--- config.mk ---
export PLATFORM = sky130hd
export DESIGN_NAME = strap_config_clock_ratio_flat
export DESIGN_NICKNAME = d
export VERILOG_FILES = /design/src/strap_cfg_pkg.sv /design/src/strap_link_if.sv /design/src/strap_config_clock_ratio.sv /design/src/flat_wrapper.sv
export SDC_FILE = /design/constraint.sdc
export NUM_CORES = 1
export LEC_CHECK = 0
export BUFFER_PORTS_ARGS = -buffer_cell sky130_fd_sc_hd__buf_4
export CORE_ASPECT_RATIO = 1.25
export CORE_UTILIZATION = 59
export DETAILED_ROUTE_END_ITERATION = 16
export GPL_ROUTABILITY_DRIVEN = 0
export PLACE_DENSITY = 0.83
export SKIP_LAST_GASP = 1
export SYNTH_ARGS = -nofsm -noshare
export SYNTH_HDL_FRONTEND = slang
export SYNTH_SLANG_ARGS = --single-unit
export TNS_END_PERCENT = 50
--- constraint.sdc ---
create_clock -name clk -period 10.48 [get_ports clk]
set_clock_uncertainty 0.1 [all_clocks]
set_input_delay 2.096 -clock clk [delete_from_list [all_inputs] [get_ports clk]]
set_output_delay 2.096 -clock clk [all_outputs]
set_load 0.1 [all_outputs]
--- src/strap_cfg_pkg.sv ---
package strap_cfg_pkg;
    localparam int          CLK_MHZ          = 125;
    localparam int          RESET_HOLD_MS    = 100;
    localparam int          RESET_HOLD_CYC   = RESET_HOLD_MS * CLK_MHZ * 1000;
    localparam int          REF_MAX_STEP_MHZ = 333;
    localparam logic [3:0]  NOMINAL_HALF     = 4'h3;
    localparam logic [3:0]  REF_HALF         = 4'h4;
    localparam logic [3:0]  FRAME_HALF       = 4'h8;
    localparam logic [3:0]  PRE_PG_CYC       = 4'hF;
    localparam logic [3:0]  STRAP_HOLD_CYC   = 4'h8;
    // Strap field positions on the interrupt pins.
    localparam int          STRAP_FRAME_BIT  = 5;
    localparam int          STRAP_FWD_BIT    = 4;
    localparam int          STRAP_DIV_MSB    = 3;
    // Divisor code decode and reset values.
    localparam logic [3:0]  DIV_CODE_EIGHT   = 4'h0;
    localparam logic [4:0]  DIV_EIGHT        = 5'h08;
    localparam logic [4:0]  DIV_MIN          = 5'h03;
    localparam logic [3:0]  DIV_CODE_RST     = 4'h0;
    localparam logic [5:0]  IRQ_RST          = 6'h00;

    typedef enum logic [1:0] {
        settle_wait_state = 2'b00,
        capture_state     = 2'b01,
        wait_nominal      = 2'b10,
        run_state         = 2'b11
    } dev_state_type;

    typedef enum logic [1:0] {
        host_off     = 2'b00,
        host_settle  = 2'b01,
        host_hold    = 2'b10,
        host_run     = 2'b11
    } host_state_type;
endpackage : strap_cfg_pkg

--- src/strap_link_if.sv ---
`timescale 1ns/10ps
// Board-level pins between the clocking front end and the system logic.
interface strap_link_if;
    logic       power_good_in;
    logic       pll_bypass_sel;
    logic       ref_clk_in;
    logic [5:0] irq_pins;
    logic       frame_clk_in;
    logic       fwd_clk_reset_in;
    logic       sys_reset_n;
    logic       divided_feedback_clk;

    modport dev (
        input  power_good_in,
        input  pll_bypass_sel,
        input  ref_clk_in,
        input  irq_pins,
        input  frame_clk_in,
        input  fwd_clk_reset_in,
        input  sys_reset_n,
        output divided_feedback_clk
    );

    modport host (
        output power_good_in,
        output pll_bypass_sel,
        output ref_clk_in,
        output irq_pins,
        output frame_clk_in,
        output fwd_clk_reset_in,
        output sys_reset_n,
        input  divided_feedback_clk
    );
endinterface : strap_link_if

--- src/strap_config_clock_ratio.sv ---
`timescale 1ns/10ps
module strap_config_clock_ratio
    import strap_cfg_pkg::*;
(
    input  wire logic       clk,
    input  wire logic       rst,
    strap_link_if.dev       link,
    output logic            core_global_clock,
    output logic            charge_pump_en,
    output logic            frame_copy_sel,
    output logic            fwd_int_sel,
    output logic [4:0]      sys_clock_divisor,
    output logic            internal_frame_clk,
    output logic            fwd_clk_reset_int,
    output logic [5:0]      irq_req,
    output logic            sys_activity_en,
    output logic [1:0]      init_state
);

    // Translates the strapped code into the divide ratio.
    function automatic logic [4:0] decode_div(input logic [3:0] code);
        logic [4:0] d;
        d = {1'b0, code};
        if (code == DIV_CODE_EIGHT) begin
            d = DIV_EIGHT;
        end else if (code[3]) begin
            d = {1'b0, code} + 5'h01;
        end else if ({1'b0, code} < DIV_MIN) begin
            d = DIV_MIN;
        end
        return d;
    endfunction : decode_div

    typedef struct packed {
        logic          pg_s1;
        logic          pg_s2;
        logic          pg_d;
        logic [5:0]    irq_s1;
        logic [5:0]    irq_s2;
        logic          ref_s1;
        logic          ref_s2;
        logic          ref_d;
        logic          frm_s1;
        logic          frm_s2;
        logic          frm_d;
        logic          fwr_s1;
        logic          fwr_s2;
        logic          byp_s1;
        logic          byp_s2;
        logic          rstn_s1;
        logic          rstn_s2;
        dev_state_type state;
        logic          frame_copy;
        logic          fwd_int;
        logic [3:0]    div_code;
        logic          pump_en;
        logic [3:0]    vco_cnt;
        logic          core_clk;
        logic [4:0]    div_cnt;
        logic          fb_clk;
        logic          int_frame;
        logic          int_frame_d;
        logic          fwd_rst;
        logic [5:0]    irq_out;
        logic          active;
    } dev_type;

    dev_type    st_r;
    dev_type    st_nxt;
    logic [4:0] decode_div_r;

    // Next-state logic for the whole front end.
    always_comb begin
        logic       pg_rise;
        logic       ref_rise;
        logic       core_tick;
        logic       frm_rise;
        logic       ifrm_rise;
        logic [4:0] div;
        pg_rise   = 1'b0;
        ref_rise  = 1'b0;
        core_tick = 1'b0;
        frm_rise  = 1'b0;
        ifrm_rise = 1'b0;
        div       = decode_div(st_r.div_code);
        st_nxt    = st_r;

        // Every pin from the board passes two flip-flops first.
        st_nxt.pg_s1   = link.power_good_in;
        st_nxt.pg_s2   = st_r.pg_s1;
        st_nxt.pg_d    = st_r.pg_s2;
        st_nxt.irq_s1  = link.irq_pins;
        st_nxt.irq_s2  = st_r.irq_s1;
        st_nxt.ref_s1  = link.ref_clk_in;
        st_nxt.ref_s2  = st_r.ref_s1;
        st_nxt.ref_d   = st_r.ref_s2;
        st_nxt.frm_s1  = link.frame_clk_in;
        st_nxt.frm_s2  = st_r.frm_s1;
        st_nxt.frm_d   = st_r.frm_s2;
        st_nxt.fwr_s1  = link.fwd_clk_reset_in;
        st_nxt.fwr_s2  = st_r.fwr_s1;
        st_nxt.byp_s1  = link.pll_bypass_sel;
        st_nxt.byp_s2  = st_r.byp_s1;
        st_nxt.rstn_s1 = link.sys_reset_n;
        st_nxt.rstn_s2 = st_r.rstn_s1;

        pg_rise  = st_r.pg_s2 & ~st_r.pg_d;
        ref_rise = st_r.ref_s2 & ~st_r.ref_d;

        // Reset sequencing; straps are taken once per power-good rise.
        case (st_r.state)
            settle_wait_state: begin
                st_nxt.pump_en = 1'b0;
                if (pg_rise) begin
                    st_nxt.state      = capture_state;
                    st_nxt.frame_copy = st_r.irq_s2[STRAP_FRAME_BIT];
                    st_nxt.fwd_int    = st_r.irq_s2[STRAP_FWD_BIT];
                    st_nxt.div_code   = st_r.irq_s2[STRAP_DIV_MSB:0];
                    st_nxt.pump_en    = 1'b1;
                end
            end
            capture_state: begin
                st_nxt.state = wait_nominal;
            end
            wait_nominal: begin
                if (st_r.rstn_s2) begin
                    st_nxt.state = run_state;
                end
            end
            run_state: begin
                if (!st_r.rstn_s2) begin
                    st_nxt.state = wait_nominal;
                end
            end
            default: begin
                st_nxt.state = settle_wait_state;
            end
        endcase
        // Losing power-good drops back to initialization at once.
        if (!st_r.pg_s2) begin
            st_nxt.state   = settle_wait_state;
            st_nxt.pump_en = 1'b0;
        end

        // Core clock source: reference copy in bypass, else the modelled VCO.
        if (!st_r.byp_s2) begin
            st_nxt.core_clk = st_r.ref_s2;
            st_nxt.vco_cnt  = 4'h0;
        end else if (st_r.state == settle_wait_state) begin
            // The oscillator idles at a slow nominal rate without power-good.
            if (st_r.vco_cnt == NOMINAL_HALF) begin
                st_nxt.vco_cnt  = 4'h0;
                st_nxt.core_clk = ~st_r.core_clk;
            end else begin
                st_nxt.vco_cnt = st_r.vco_cnt + 4'h1;
            end
        end else begin
            st_nxt.vco_cnt  = 4'h0;
            st_nxt.core_clk = ~st_r.core_clk;
        end
        core_tick = st_nxt.core_clk & ~st_r.core_clk;

        // Feedback divider counts core edges in both modes.
        // Only the second synchroniser stage is read, so a metastable first stage never leaks.
        if (st_r.byp_s2 && st_r.pump_en && ref_rise) begin
            st_nxt.div_cnt = 5'h00;
        end else if (core_tick) begin
            if (st_r.div_cnt >= div - 5'h01) begin
                st_nxt.div_cnt = 5'h00;
            end else begin
                st_nxt.div_cnt = st_r.div_cnt + 5'h01;
            end
        end
        st_nxt.fb_clk = (st_nxt.div_cnt < {1'b0, div[4:1]});

        // Internal frame clock from the external pin or a feedback copy.
        st_nxt.int_frame   = st_r.frame_copy ? st_r.fb_clk : st_r.frm_s2;
        st_nxt.int_frame_d = st_r.int_frame;
        frm_rise  = st_r.frm_s2 & ~st_r.frm_d;
        ifrm_rise = st_r.int_frame & ~st_r.int_frame_d;
        if (st_r.fwd_int ? ifrm_rise : frm_rise) begin
            st_nxt.fwd_rst = st_r.fwr_s2;
        end

        // The pins mean interrupts only once initialization is over.
        st_nxt.active  = (st_r.state == run_state);
        st_nxt.irq_out = (st_r.state == run_state) ? st_r.irq_s2 : IRQ_RST;
    end

    // State register; straps survive a reset-pin pulse by design.
    always_ff @(posedge clk) begin
        if (rst) begin
            st_r            <= '0;
            st_r.state      <= settle_wait_state;
            st_r.div_code   <= DIV_CODE_RST;
            st_r.irq_out    <= IRQ_RST;
        end else begin
            st_r <= st_nxt;
        end
    end

    assign link.divided_feedback_clk = st_r.fb_clk;
    assign core_global_clock         = st_r.core_clk;
    assign charge_pump_en            = st_r.pump_en;
    assign frame_copy_sel            = st_r.frame_copy;
    assign fwd_int_sel               = st_r.fwd_int;
    assign sys_clock_divisor         = decode_div_r;
    assign internal_frame_clk        = st_r.int_frame;
    assign fwd_clk_reset_int         = st_r.fwd_rst;
    assign irq_req                   = st_r.irq_out;
    assign sys_activity_en           = st_r.active;
    assign init_state                = st_r.state;

    // Decoded divisor kept in its own flop so the output is registered.
    always_ff @(posedge clk) begin
        if (rst) begin
            decode_div_r <= DIV_EIGHT;
        end else begin
            decode_div_r <= decode_div(st_nxt.div_code);
        end
    end

endmodule : strap_config_clock_ratio

--- src/flat_wrapper.sv ---
// flat-port wrapper written by rule: the top's interface ports become plain ports
module strap_config_clock_ratio_flat import strap_cfg_pkg::*;
  (clk, rst, core_global_clock, charge_pump_en, frame_copy_sel, fwd_int_sel, sys_clock_divisor, internal_frame_clk, fwd_clk_reset_int, irq_req, sys_activity_en, init_state, link_power_good_in, link_pll_bypass_sel, link_ref_clk_in, link_irq_pins, link_frame_clk_in, link_fwd_clk_reset_in, link_sys_reset_n, link_divided_feedback_clk);
  strap_link_if link_i ();
  input  wire logic clk;
  input  wire logic rst;
  output logic core_global_clock;
  output logic charge_pump_en;
  output logic frame_copy_sel;
  output logic fwd_int_sel;
  output logic [4:0] sys_clock_divisor;
  output logic internal_frame_clk;
  output logic fwd_clk_reset_int;
  output logic [5:0] irq_req;
  output logic sys_activity_en;
  output logic [1:0] init_state;
  input wire logic [$bits(link_i.power_good_in)-1:0] link_power_good_in;
  input wire logic [$bits(link_i.pll_bypass_sel)-1:0] link_pll_bypass_sel;
  input wire logic [$bits(link_i.ref_clk_in)-1:0] link_ref_clk_in;
  input wire logic [$bits(link_i.irq_pins)-1:0] link_irq_pins;
  input wire logic [$bits(link_i.frame_clk_in)-1:0] link_frame_clk_in;
  input wire logic [$bits(link_i.fwd_clk_reset_in)-1:0] link_fwd_clk_reset_in;
  input wire logic [$bits(link_i.sys_reset_n)-1:0] link_sys_reset_n;
  output wire logic [$bits(link_i.divided_feedback_clk)-1:0] link_divided_feedback_clk;
  assign link_i.power_good_in = link_power_good_in;
  assign link_i.pll_bypass_sel = link_pll_bypass_sel;
  assign link_i.ref_clk_in = link_ref_clk_in;
  assign link_i.irq_pins = link_irq_pins;
  assign link_i.frame_clk_in = link_frame_clk_in;
  assign link_i.fwd_clk_reset_in = link_fwd_clk_reset_in;
  assign link_i.sys_reset_n = link_sys_reset_n;
  assign link_divided_feedback_clk = link_i.divided_feedback_clk;
  strap_config_clock_ratio u_core (.clk(clk), .rst(rst), .link(link_i), .core_global_clock(core_global_clock), .charge_pump_en(charge_pump_en), .frame_copy_sel(frame_copy_sel), .fwd_int_sel(fwd_int_sel), .sys_clock_divisor(sys_clock_divisor), .internal_frame_clk(internal_frame_clk), .fwd_clk_reset_int(fwd_clk_reset_int), .irq_req(irq_req), .sys_activity_en(sys_activity_en), .init_state(init_state));
endmodule
# Yosys cells after proc, flatten, opt, wreduce, memory -nomap -nowiden
# Cells that the tools add are included.
# Widths: inputs -> output; s select.
# word_totals
ff_bits	62
inputBits	14
wordCells	91
# classes
n_addsub	5
order_cmp	4
n_eq_ne	7
n_mux	18
bitwise	14
reduce_logical	11
# op_table
operator	count
$mux 5	7
$add 4x1->5 const B	2
$mux 9	1
$not 1->1	9
$logic_not 4->1	2
$lt 4x2->1 const B	2
$pmux 2 s4	1
$mux 3	2
$reduce_or 2->1	3
$add 5x1->5 const B	1
$and 1x1->1	5
$ge 5x5->1	1
$lt 5x4->1	1
$mux 1	5
$sub 5x1->5 const B	1
$add 4x1->4 const B	1
$eq 2x2->1 const B	2
$eq 4x2->1 const B	1
$mux 2	2
$ne 2x1->1 const B	2
$reduce_or 4->1	1
$reduce_and 3->1	1
$eq 2x1->1 const B	1
$logic_and 1x1->1	2
other kinds (3)	3

# Longest topological paths before layout
# Gate-level depths: netlist (run 1).
# logic_depth
depth_word	10
ltp_mapped	17
mapped_depth_nobuf	17

# Least setup slack after synthesis (run 1)
# Ideal clock, no wire load.
# synth_path
kind	register -> register
start	register u_core.st_r[22] in the netlist's numbering
end	register u_core.st_r (netlist bit u_core.link.divided_feedback_clk)
arrival_time_ns	3.443
slack_ns	6.877
stages_incl_launch_ff	16
cell_sequence	dfxtp_1 inv_1 ha_1 nor2b_1 o31a_1 ha_1 xor2_1 ha_1 o211ai_1 o21ai_0 a31o_2 nor2_1 ha_1 a21o_2 a2111oi_2 and3_1
# synth_lines
item	line_no	text
from (decl)	strap_config_clock_ratio.sv:68	dev_type st_r;
from (signal assigned)	strap_config_clock_ratio.sv:198	st_r <= st_nxt;

==> results by stage, run 1 <==
Status:
- The flow ran to the end, and the final reports show no timing, DRC or antenna violations.

Finish:
- Leaving out fill and tap cells, the most frequent cells in the layout are sky130_fd_sc_hd__dfxtp_1 (62), sky130_fd_sc_hd__buf_4 (34), sky130_fd_sc_hd__nor2b_1 (32), sky130_fd_sc_hd__nor2_1 (29), sky130_fd_sc_hd__ha_1 (15).
- The number of antenna diodes in the final layout is 0.
- The sequential cells in the finished layout cover a total of 1240 sq um.
- The count of fill cells added during filler insertion is 319.
- The post-route netlist has 22.9% of its cells at a drive strength greater than 1.
- In the final layout, the multi-input gates occupy 1180 sq um.
- The final-stage net count is 304.
- Compared with the post-synthesis result, the final layout area differs by 16.9%.
- Leaving out fill and tap cells, the most frequent cell in the layout is sky130_fd_sc_hd__dfxtp_1.

Clock tree:
- The CTS tree is done.
- The number of buffers inserted during clock tree synthesis is 9.
- After clock tree synthesis, the clock-pin slew on the worst setup and hold paths is 60 ps.
- The count of cells resized by post-cts repair is 0.
- The root buffer selected by CTS is sky130_fd_sc_hd__clkbuf_8.
- The number of sinks on the clock net is 62.
- The number of buffers added to fix hold violations after cts is 0.
- In this run the number of H-tree levels came out at 3.
- The setup fix buffers added after clock tree synthesis is 0.
- For the worst-skew pair, the clock arrives at the later sink with an insertion delay of 330 ps.
- In this run the deepest clock path goes through 2 buffers.

Logic synthesis:
- The net count after synthesis is 274.
- In the post-synthesis netlist, the biggest area contributors are sky130_fd_sc_hd__dfxtp_1 (49%), sky130_fd_sc_hd__nor2b_1 (7.9%), sky130_fd_sc_hd__ha_1 (7.4%).
- The flip-flop and latch count after synthesis is 62.
- The number of flops mapped to enable cells by yosys is 0.
- The sequential cell area fraction in the yosys report is 49.0%.
- The share of the synthesized area in the top cell type is 49.0%.
- Of all cell types, the one taking the most synthesized area is sky130_fd_sc_hd__dfxtp_1.
- Yosys printed 0 warnings.
- Counting flops with an async set or reset pin after synthesis yields a share of 0%.
- The post-synthesis cell type count is 43.
- After synthesis, the mean cell area works out to 10.3 sq um.
- The most frequently used flop master after synthesis is sky130_fd_sc_hd__dfxtp_1.
- The cell count after synthesis is 245.
- Summing every instance area after synthesis gives 2530 sq um.

Power and ir drop:
- The cell leakage power is 1.28 nW.
- The switching share of total power is 23.1%.
- The combinational group share of total power is 7.8%.
- The internal portion of the total power is 0.372 mW.
- The overall power of the completed layout is 0.484 mW.
- The proportion of power drawn by flip-flops and latches is 51.0%.
- Across the VDD grid, the largest voltage drop is 0.114 mV.
- The net switching power of the design is 0.112 mW.
- The clock network accounts for 41.1% of the total power.
- The total power per unit cell area is 163 nW/um^2.

STA:
- Headroom to the max-slew limit came out at 58.7%.
- The sum of negative setup slack is 0 ps.
- Setup repair after global routing left no endpoint under its margin.
- Setup violations remaining at the end of the flow were counted as 0.
- The number of max-slew violations in the final report is 0.
- After layout, the minimum clock period comes to 3860 ps.
- Of the available clock period, the critical path in the final layout requires 36.8%.
- The count of endpoints failing hold in the final timing report is 0.
- Static timing analysis puts the maximum clock frequency at 0.259 GHz.
- The pin slew with the least headroom to its limit is 617 ps.

Route:
- The detailed-route wire length is 4000 um.
- The antenna violation net count after detailed routing is 0.
- The detailed router put a total of 1780 um of wire on met1.
- After the first detailed-routing iteration, the DRC count stood at 62.
- For this block, the via count after detailed routing is 1721.
- The routed wirelength normalized by instance count is 11.9 um.
- After detailed routing, the number of remaining DRC violations is 0.
- The top routing layer in use is met4.
- The length of routed met3 wiring is 180 um.
- The detailed-router iteration count before antenna repair is 4.
- Wire segments on met2 add up to 1920 um in the final route.
- The via density per instance is 5.14.

Worst setup path:
- The critical path startpoint category is a register.
- The signal on the critical path passes through inv_1 > ha_1 > nor2b_1 > o21ai_0 > o31ai_1 > ha_1 > xor2_1 > ha_1 > o211ai_1 > o21ai_0 > a31o_2 > nor2_1 > ha_1 > a21o_2 > a2111oi_2 > and3_1.
- The most numerous cell type found on the critical path is sky130_fd_sc_hd__ha_1.
- The standard cell with the maximum stage delay on the critical path is sky130_fd_sc_hd__o21ai_0.
- Along the worst path, the maximum fanout reaches 6.
- STA puts the critical path data required time at 10660 ps.
- STA classifies the critical path endpoint as a register.
- For this run, the slowest stage of the critical path takes 420 ps.
- Data arrives at the worst endpoint at 4040 ps.
- The critical path in this run is classified as register to register.

GRT:
- The initial antenna violation count is 0.
- Global routing used 20.0% of the available tracks.
- Global routing finished with a remaining overflow of 0.
- The first global-routing pass estimated 6420 um of wire.
- The maximum number of pins on one net before global-route repair is 47.
- The via count of the first global-routing pass is 1490.

Floorplanning:
- Once the floorplan was initialized, standard cells occupied 61.8% of the core.
- Measured along the x axis, the die boundary spans 60.6 um.
- Pin placement for this block handled 35 I/O pins.
- The placement row count is 26.
- From bottom edge to top edge, the die measures 75.3 um.
- The die covers 4560 sq um.
- In this run the standard cell core region covers 4100 sq um.

Run:
- The tool flagged a number of max-cap violations equal to 0.

Min path:
- The class of the tightest hold or removal check is register to register.

Placement:
- Buffers placed on the I/O ports in this run total 34.
- The half-perimeter wire length after placement is 2790 um.
## worst paths after layout
| path | slack, ps | from | to | cells after the start |
|---|---|---|---|---|
| worst max-delay path | 6620 | u_core.st_r[22] | u_core.link.divided_feedback_clk | 16 |
| worst min-delay path | 330 | u_core.st_nxt[55] | u_core.st_nxt[54] | 1 |
| worst max register to register | 6620 | u_core.st_r[22] | u_core.link.divided_feedback_clk | 16 |
| worst min register to register | 330 | u_core.st_nxt[55] | u_core.st_nxt[54] | 1 |
## logic make-up (layout without fill, tap and decap cells)
| kind of cell | count (synthesis) | in the layout | synth area share (%) |
|---|---|---|---|
| adder cells (fa/ha/maj) | 15 | 15 | 7.41 |
| XOR/XNOR | 11 | 11 | 3.80 |
| flip-flops | 62 | 62 | 49.0 |
| buffers and inverters | 22 | 56 | 4.45 |
| multiplexers | 11 | 11 | 4.45 |
| AO/OA/AOI/OAI | 28 | 28 | 9.78 |
| AND/OR/NAND/NOR | 96 | 96 | 21.1 |
## synthesized netlist by cell type (all sizes together) (3+ instances only)
master	instances
a21o	3
a21oi	3
and2	7
buf	8
clkbuf	7
dfxtp	62
ha	15
inv	7
mux2i	9
nand2	8
nand3	5
nor2	30
nor2b	32
nor3	3
o21ai	6
xnor2	5
xor2	6
## registers in the layout, indices dropped and copies added, names as in the netlist
signal                            count
u_core.charge_pump_en                 1
u_core.core_global_clock              1
u_core.frame_copy_sel                 1
u_core.fwd_clk_reset_int              1
u_core.fwd_int_sel                    1
u_core.init_state                     2
u_core.internal_frame_clk             1
u_core.irq_req                        6
u_core.link.divided_feedback_clk      1
u_core.st_nxt                        15
u_core.st_r                          26
u_core.sys_activity_en                1
u_core.sys_clock_divisor              5
## cell type report
| class | instances | area share, % |
|---|---|---|
| sequential | 62 | 41.9 |
| tap | 56 | 2.37 |
| clock inverter | 4 | 1.61 |
| timing repair buffer | 34 | 8.62 |
| multi-input combinational | 161 | 39.8 |
| inverter | 7 | 0.888 |
| clock buffer | 11 | 4.78 |
## layer usage
metal / global-route usage (%) / vias up
li1: - / 876
met1: 23.7 / 793
met2: 29.8 / 39
met3: 8.25 / 13
met4: 12.9 / 0
met5: 0 / -
## stage by stage
step / instances / setup WS, ps / area [sq um] / hold slack [ps] / utilization [%]
3_5_place_dp: 320 / 6660 / 2770 / 322 / 67.6
5_1_grt: 335 / 6300 / 2960 / 349 / 72.2
2_1_floorplan: 245 / 6880 / 2530 / 314 / -
4_1_cts: 335 / 6610 / 2960 / 337 / 72.2
6_report: 335 / 6620 / 2960 / 333 / 72.2
3_3_place_gp: 320 / 6760 / 2770 / 316 / 67.6
## worst max-delay path: cells and delay by family (launching register included)
family | cells | cell delay (ps)
compound gates | 7 | 1620
simple gates | 3 | 400
buf+inv | 1 | 60
fa+ha+maj | 4 | 1040
flops | 1 | 410
xor+xnor | 1 | 170
## power groups by stage
stage               registers (mW)  clock network [mW]  logic [mW]
floorplan                    0.260                   0      0.0207
global placement             0.252                   0      0.0374
detailed placement           0.252                   0      0.0381
CTS                          0.247               0.203      0.0383
global route                 0.248               0.216      0.0413
finish                       0.247               0.199      0.0378
No activity file was read; power rests on OpenSTA's default activity.
==> run 2: changes to the inputs <==
CORE_UTILIZATION = 56   (was 59)
PLACE_DENSITY = 0.79   (was 0.83)
clock period = 3.7 ns   (was 10.48 ns; I/O delays follow)
==> run 2 against run 1 <==
Flip-flop and latch count stayed put. Combinational power grew to 3.0 times the previous value. Routed wire length is 6.5% higher. Largest power group unchanged. Maximum frequency is 9.8% higher. Cell area is 2.7% higher.
==> results by stage, run 2 (same netlist as run 1, synthesis figures left out) <==
Status:
- The flow ran to the end, and the final reports show no timing, DRC or antenna violations.

STA:
- The number of max-slew violations in the final report is 0 (unchanged).
- The final critical-path required period was 3520 ps (-345 ps).
- The max-slew headroom at the worst pin came to 56.3% (-2.4 points).
- The final setup violation count is 0 (unchanged).
- The share of the clock period used by the worst path came to 95.0% (+58 points).
- The sum of negative setup slack is 0 ps (unchanged).
- Setup repair after global routing left no endpoint under its margin.
- The count of endpoints failing hold in the final timing report is 0 (unchanged).
- The pin slew with the least headroom to its limit was 652 ps (+35.2 ps).
- The achievable clock frequency was 0.284 GHz (+9.8%).

Worst setup path:
- The count of buffer and inverter cells on the critical path is 1 (unchanged).
- The required time of the critical path is 3870 ps (-6790 ps).
- The arrival time of the worst setup path is 3690 ps (-350 ps).
- The maximum fanout count along the critical path is 5 (-1).
- The reg-to-reg endpoint is u_core.link.divided_feedback_clk.
- The number of cells on the worst reg-to-reg path was 15 (-1).
- The launching point of the worst reg2reg path is u_core.st_r[23].
- The flop-to-flop setup slack is 180 ps (-6440 ps).
- The critical path's top delay family is compound AO/OA/AOI/OAI gates.
- The critical path in this run is classified as register to register.
- The slowest stage of the critical path is the sky130_fd_sc_hd__dfxtp_4 cell.
- STA classifies the critical path endpoint as a register.
- The delay contributed by the slowest stage of the critical path is 350 ps (-70 ps).
- STA classifies the critical path startpoint as a register.
- Walking the worst path, the cells encountered are ha_2 > o21ba_2 > o31a_1 > ha_2 > buf_4 > xor2_1 > ha_1 > a211oi_2 > o21ai_2 > a31o_2 > nor2_1 > ha_1 > a21o_2 > a2111oi_2 > and3_1.

Run:
- The number of max-cap violations is 0 (unchanged).

Clock tree:
- The H-tree level count came to 3 (unchanged).
- The clock network latency to the later pin of the worst-skew pair was 340 ps (about the same).
- The clock input transition at the sequential cells of the worst setup and hold paths was 60 ps (about the same).
- The number of buffers added to fix hold violations after cts is 0 (unchanged).
- The number of buffers inserted during clock tree synthesis is 9 (unchanged).
- TritonCTS built the clock tree.
- The buffer depth of the longest clock path is 2 (unchanged).
- The root buffer selected by CTS is sky130_fd_sc_hd__clkbuf_8.
- The number of sinks on the clock net came to 62 (unchanged).

Route:
- The post-detailed-route DRC marker count is 0 (unchanged).
- The detailed-route via count is 1766 (+2.6%).
- The detailed-route wire length was 4260 um (+6.5%).
- The violation count after the first detailed-routing iteration is 60 (-3.2%).
- The via density per instance came to 5.15 (+0.22%).
- The antenna violation net count after detailed routing is 0 (unchanged).
- The routed wirelength normalized by instance count was 12.4 um (+4.0%).
- The detailed-router iteration count before antenna repair is 4 (unchanged).

Power and ir drop:
- The peak supply drop came to 0.315 mV (+180%).
- The cell leakage power is 1.30 nW (+2.0%).
- The switching share of total power is 24.1% (+1.1 points).
- The total power per unit cell area was 451 nW/um^2 (+180%).
- The overall power of the completed layout is 1.37 mW (+180%).
- The proportion of power drawn by flip-flops and latches is 51.0% (about the same).
- The net switching power of the design is 0.331 mW (+200%).
- The internal power of the cells is 1.04 mW (+180%).
- The clock share of power came to 40.8% (-0.3 points).
- The combinational group share of total power came to 8.2% (+0.4 points).

GRT:
- The met3 routing resource usage after global routing was 8.18% (-0.063 points).
- The via count of the first global-routing pass is 1698 (+14%).
- The global-route track usage on met2 is 32.4% (+2.6 points).
- The busiest layer in global routing is met2.
- The residual overflow from global routing is 0 (unchanged).
- The total routing usage reported by global routing is 19.9% (-0.16 points).
- The global-route track usage on met1 is 22.4% (-1.4 points).
- The maximum number of pins on one net before global-route repair is 47 (unchanged).
- The initial antenna violation count came to 0 (unchanged).
- The global-route wire length before repair is 7330 um (+14%).

Finish:
- Leaving out fill and tap cells, the most frequent cell in the layout is sky130_fd_sc_hd__dfxtp_1.
- The final-stage net count is 309 (+1.6%).
- The library cells used most frequently in the layout, excluding fill and tap cells, are sky130_fd_sc_hd__dfxtp_1 (60), sky130_fd_sc_hd__buf_4 (39), sky130_fd_sc_hd__nor2b_1 (31), sky130_fd_sc_hd__nor2_1 (29), sky130_fd_sc_hd__ha_1 (13).
- The flip-flop count of the largest register, all copies and words added is 26 (unchanged).
- The register name with the most flops is u_core.st_r.
- The fraction of final layout cells sized beyond drive strength 1 came to 28.1% (+5.1 points).
- The number of diodes added for antenna fixing is 0 (unchanged).
- The relative area change from synthesis to final layout is 20.1%.

Floorplanning:
- The placeable core region came to 4360 sq um (+6.3%).
- The overall die area is 4800 sq um (+5.2%).
- The overall die width is 62.1 um (+2.5%).
- The die span in y is 77.2 um (+2.6%).
- The initial cell density of the core is 58.1% (-3.7 points).
- The count of boundary I/O pins is 35 (unchanged).
- The placement row count is 27 (+3.8%).

Min path:
- The startpoint identified for the worst hold timing path is u_core.st_nxt[32].
- For hold timing, the worst endpoint is u_core.st_r[32].
- The class of the tightest hold or removal check is register to register.
- The number of cells traversed by the worst hold path came to 1 (unchanged).

Placement:
- The port buffer count is 34 (unchanged).
- The half-perimeter wire length after placement was 2980 um (+6.9%).
==> run 2: changes by cell type in the layout (fill, tap and decap cells not counted), sizes merged <==
cell	change
buf	+5
clkinvlp	+2
clkbuf	-1
==> run 2: how the worst max path moves through the flow <==
stage / start / end / slack [ps] / cells past startpoint
5_1_grt: u_core.st_r[23] / u_core.link.divided_feedback_clk / 5 / 17
6_report: u_core.st_r[23] / u_core.link.divided_feedback_clk / 180 / 15
4_1_cts: u_core.st_r[23] / u_core.link.divided_feedback_clk / 20 / 16
2_1_floorplan: u_core.st_r[22] / u_core.link.divided_feedback_clk / 100 / 15
3_3_place_gp: u_core.st_r[23] / u_core.link.divided_feedback_clk / 50 / 15
3_5_place_dp: u_core.st_r[23] / u_core.link.divided_feedback_clk / -110 / 15
==> run 2: layer usage <==
layer  share of wire [%]  wire, um  vias to the layer above
met1                  44      1850                      830
li1                    -         -                      891
met2                  50      2130                       35
met4                 2.3        97                        0
met5                   0         0                        -
met3                 4.2       178                       10
==> run 2: power by group through the flow <==
stage	Combinational [mW]	Clock, mW	Sequential (mW)
floorplan	0.0587	0	0.736
CTS	0.111	0.575	0.699
detailed placement	0.110	0	0.714
global placement	0.107	0	0.714
finish	0.112	0.560	0.699
global route	0.122	0.608	0.701
==> run 2: cell type report <==
cell class / instances / area, sq um
Clock buffer: 10 / 128
Timing Repair Buffer: 39 / 293
Sequential cell: 62 / 1250
Multi-Input combinational cell: 161 / 1210
Fill cell: 331 / 1320
Clock inverter: 6 / 62.6
Inverter: 7 / 26.3
Tap cell: 58 / 72.6
==> run 2: through the flow <==
step / hold WS (ps) / instances / instance area [sq um] / setup slack (ps) / util, %
after global routing: 362 / 343 / 3040 / 5.06 / 69.8
after floorplan: 314 / 245 / 2530 / 97.0 / -
after global placement: 318 / 324 / 2790 / 51.0 / 64.0
final: 340 / 343 / 3040 / 184 / 69.8
after detailed placement: 328 / 324 / 2790 / -108 / 64.0
after CTS: 345 / 340 / 2990 / 21.5 / 68.7
==> run 2: repair_timing <==
item | CTS | global route
pin swaps | 0 | 5
endpoints found under the setup margin | 1 | 1
setup buffers | 0 | 3
resized for setup | 4 | 10
==> run 3: changes to the inputs <==
CORE_UTILIZATION = 59   (was 56)
CTS_BUF_LIST = sky130_fd_sc_hd__clkbuf_8   (was not set)
PLACE_DENSITY = 0.93   (was 0.79)
==> run 3 against run 2 <==
Die area is 4.9% lower. Total power is 5.8% higher. Sequential share of layout area is 0.95 points lower. Via count is 1.2% higher. Sequential power hardly changed. Worst hold slack worse by 8.1 ps.
==> results by stage, run 3 (same netlist as run 1, synthesis figures left out) <==
STA:
- The worst setup margin is 93.5 ps (-90.8 ps).
- The achievable clock frequency was 0.277 GHz (-2.5%).
- The pin slew with the least headroom to its limit is 699 ps (+47.0 ps).
- The worst hold slack is 332 ps (-8.07 ps).
- The count of endpoints failing hold in the final timing report is 0 (unchanged).
- The final critical-path required period is 3610 ps (+90.8 ps).
- The max-slew headroom at the worst pin is 53.2% (-3.1 points).
- The final setup violation count was 0 (unchanged).
- The number of max-slew violations in the final report is 0 (unchanged).
- The share of the clock period used by the worst path is 97.5% (+2.5 points).
- The sum of negative setup slack is 0 ps (unchanged).

Floorplanning:
- The initial cell density of the core is 61.8% (+3.7 points).
- The placeable core region is 4100 sq um (-5.9%).
- The count of boundary I/O pins is 35 (unchanged).
- The overall die area was 4560 sq um (-4.9%).
- The die span in y was 75.3 um (-2.5%).
- The overall die width is 60.6 um (-2.5%).
- The placement row count is 26 (-3.7%).

Min path:
- The endpoint of the worst hold-timing path is u_core.st_r[44].
- The number of cells traversed by the worst hold path was 1 (unchanged).
- The path class of the tightest hold or removal check is register to register.
- The worst hold path begins at u_core.st_nxt[44].

Route:
- The detailed-route wire length was 4760 um (+12%).
- The detailed-route via count was 1788 (+1.2%).
- The via density per instance is 5.23 (+1.5%).
- The antenna violation net count after detailed routing is 0 (unchanged).
- The post-detailed-route DRC marker count is 0 (unchanged).
- The violation count after the first detailed-routing iteration was 83 (+38%).
- The routed wirelength normalized by instance count was 13.9 um (+12%).
- The detailed-router iteration count before antenna repair is 4 (unchanged).

Placement:
- The pre-CTS setup slack is -66.4 ps (+41.5 ps).
- The half-perimeter wire length after placement came to 3150 um (+5.5%).
- The placed standard-cell area was 2780 sq um (-0.36%).
- The port buffer count was 34 (unchanged).

Clock tree:
- The number of buffers inserted during clock tree synthesis is 9 (unchanged).
- The H-tree level count is 3 (unchanged).
- The number of sinks on the clock net came to 62 (unchanged).
- TritonCTS built the clock tree.
- The number of buffers added to fix hold violations after cts is 0 (unchanged).
- The clock input transition at the sequential cells of the worst setup and hold paths is 60 ps (about the same).
- The buffer depth of the longest clock path is 2 (unchanged).
- The clock network latency to the later pin of the worst-skew pair was 340 ps (about the same).
- In this run the clock root is driven by a sky130_fd_sc_hd__clkbuf_8.

GRT:
- The initial antenna violation count came to 0 (unchanged).
- The global-route wire length before repair is 7110 um (-2.9%).
- The residual overflow from global routing is 0 (unchanged).
- The maximum number of pins on one net before global-route repair was 47 (unchanged).
- The total routing usage reported by global routing is 22.0% (+2.1 points).
- The via count of the first global-routing pass is 1650 (-2.8%).

Power and ir drop:
- The overall power of the completed layout was 1.45 mW (+5.8%).
- The total power per unit cell area came to 466 nW/um^2 (+3.2%).
- The peak supply drop is 0.394 mV (+25%).
- The cell leakage power is 1.34 nW (+3.1%).

Status:
- The run finished with clean final reports.

Finish:
- Leaving out fill and tap cells, the most frequent cells in the layout are sky130_fd_sc_hd__dfxtp_1 (59), sky130_fd_sc_hd__buf_4 (40), sky130_fd_sc_hd__nor2b_1 (31), sky130_fd_sc_hd__nor2_1 (28), sky130_fd_sc_hd__ha_1 (11).
- The fraction of final layout cells sized beyond drive strength 1 is 29.4% (+1.3 points).
- The register name with the most flops is u_core.st_r.
- The number of diodes added for antenna fixing is 0 (unchanged).
- The most common cell after layout, fill and taps aside is sky130_fd_sc_hd__dfxtp_1.
- Relative to the synthesized area, the layout overhead comes to 23.1%.
- The post-route cell area is 3120 sq um (+2.5%).
- The flip-flop count of the largest register, all copies and words added is 26 (unchanged).
- The final-stage net count was 310 (+0.32%).

Worst setup path:
- The number of cells on the worst reg-to-reg path was 15 (unchanged).
- The endpoint kind of the worst setup timing path is a register.
- The arrival time of the worst setup path came to 3790 ps (+100 ps).
- The critical path class is register to register.
- STA classifies the critical path startpoint as a register.
- The startpoint identified for the worst register-to-register timing path is u_core.st_r[22].
- The required time of the critical path is 3880 ps (about the same).
- The maximum fanout count along the critical path came to 5 (unchanged).
- The reg-to-reg endpoint is u_core.link.divided_feedback_clk.
- The flop-to-flop setup slack is 90 ps (-90 ps).

Run:
- The number of max-cap violations is 0 (unchanged).
run 3: report_power, final:
group          leakage [nW]  switching, mW  total (mW)  internal (mW)
clock network         0.119          0.246       0.636          0.390
logic                 0.718         0.0680       0.115         0.0471
registers             0.508         0.0130       0.700          0.687
total                  1.34          0.327        1.45           1.12
run 3: how the worst max path moves through the flow:
stage / from / to / depth (start not counted)
floorplan: u_core.st_r[22] / u_core.link.divided_feedback_clk / 15
global placement: u_core.st_r[22] / u_core.link.divided_feedback_clk / 16
detailed placement: u_core.st_r[22] / u_core.link.divided_feedback_clk / 16
CTS: u_core.st_r[23] / u_core.link.divided_feedback_clk / 18
global route: u_core.st_r[22] / u_core.link.divided_feedback_clk / 15
finish: u_core.st_r[22] / u_core.link.divided_feedback_clk / 15
run 3: final cells by class:
class / instances / area, sq um
multi-input cells: 161 / 1260
flip-flops and latches: 62 / 1250
fillers: 291 / 982
repair buffers: 40 / 300
clock buffers: 10 / 138
clock inverters: 6 / 77.6
well taps: 56 / 70.1
inverters: 7 / 26.3
run 3: critical path, cell delays in order (launching register included):
cell and delay [ps]:
sky130_fd_sc_hd__dfxtp_4 370, sky130_fd_sc_hd__inv_1 60, sky130_fd_sc_hd__ha_2 180, sky130_fd_sc_hd__nor3_1 60
sky130_fd_sc_hd__o31ai_2 340, sky130_fd_sc_hd__ha_2 260, sky130_fd_sc_hd__nand3_2 90, sky130_fd_sc_hd__xnor2_2 190
sky130_fd_sc_hd__ha_2 290, sky130_fd_sc_hd__or2_4 270, sky130_fd_sc_hd__a31o_4 250, sky130_fd_sc_hd__nor2_2 100
sky130_fd_sc_hd__ha_1 250, sky130_fd_sc_hd__a21o_2 240, sky130_fd_sc_hd__a2111oi_4 320, sky130_fd_sc_hd__and3_1 180
run 3: what timing repair did:
action | CTS | global route
gates resized for setup | 2 | 19
setup endpoints to repair | 1 | 1
setup buffers | 0 | 5
pin swaps | 0 | 11
run 3: metrics by stage:
step / util (%) / std cells
global placement: 67.8 / 321
floorplan: - / 245
CTS: 73.2 / 337
detailed placement: 67.8 / 321
global route: 76.0 / 342
finish: 76.0 / 342
run 3: layer usage:
metal  up-vias  track usage (%)  wire length [um]
met3        17             8.76               156
li1        894                -                 -
met1       840             24.2              2010
met5         -                0                 0
met4         0             10.9               144
met2        37             36.6              2450
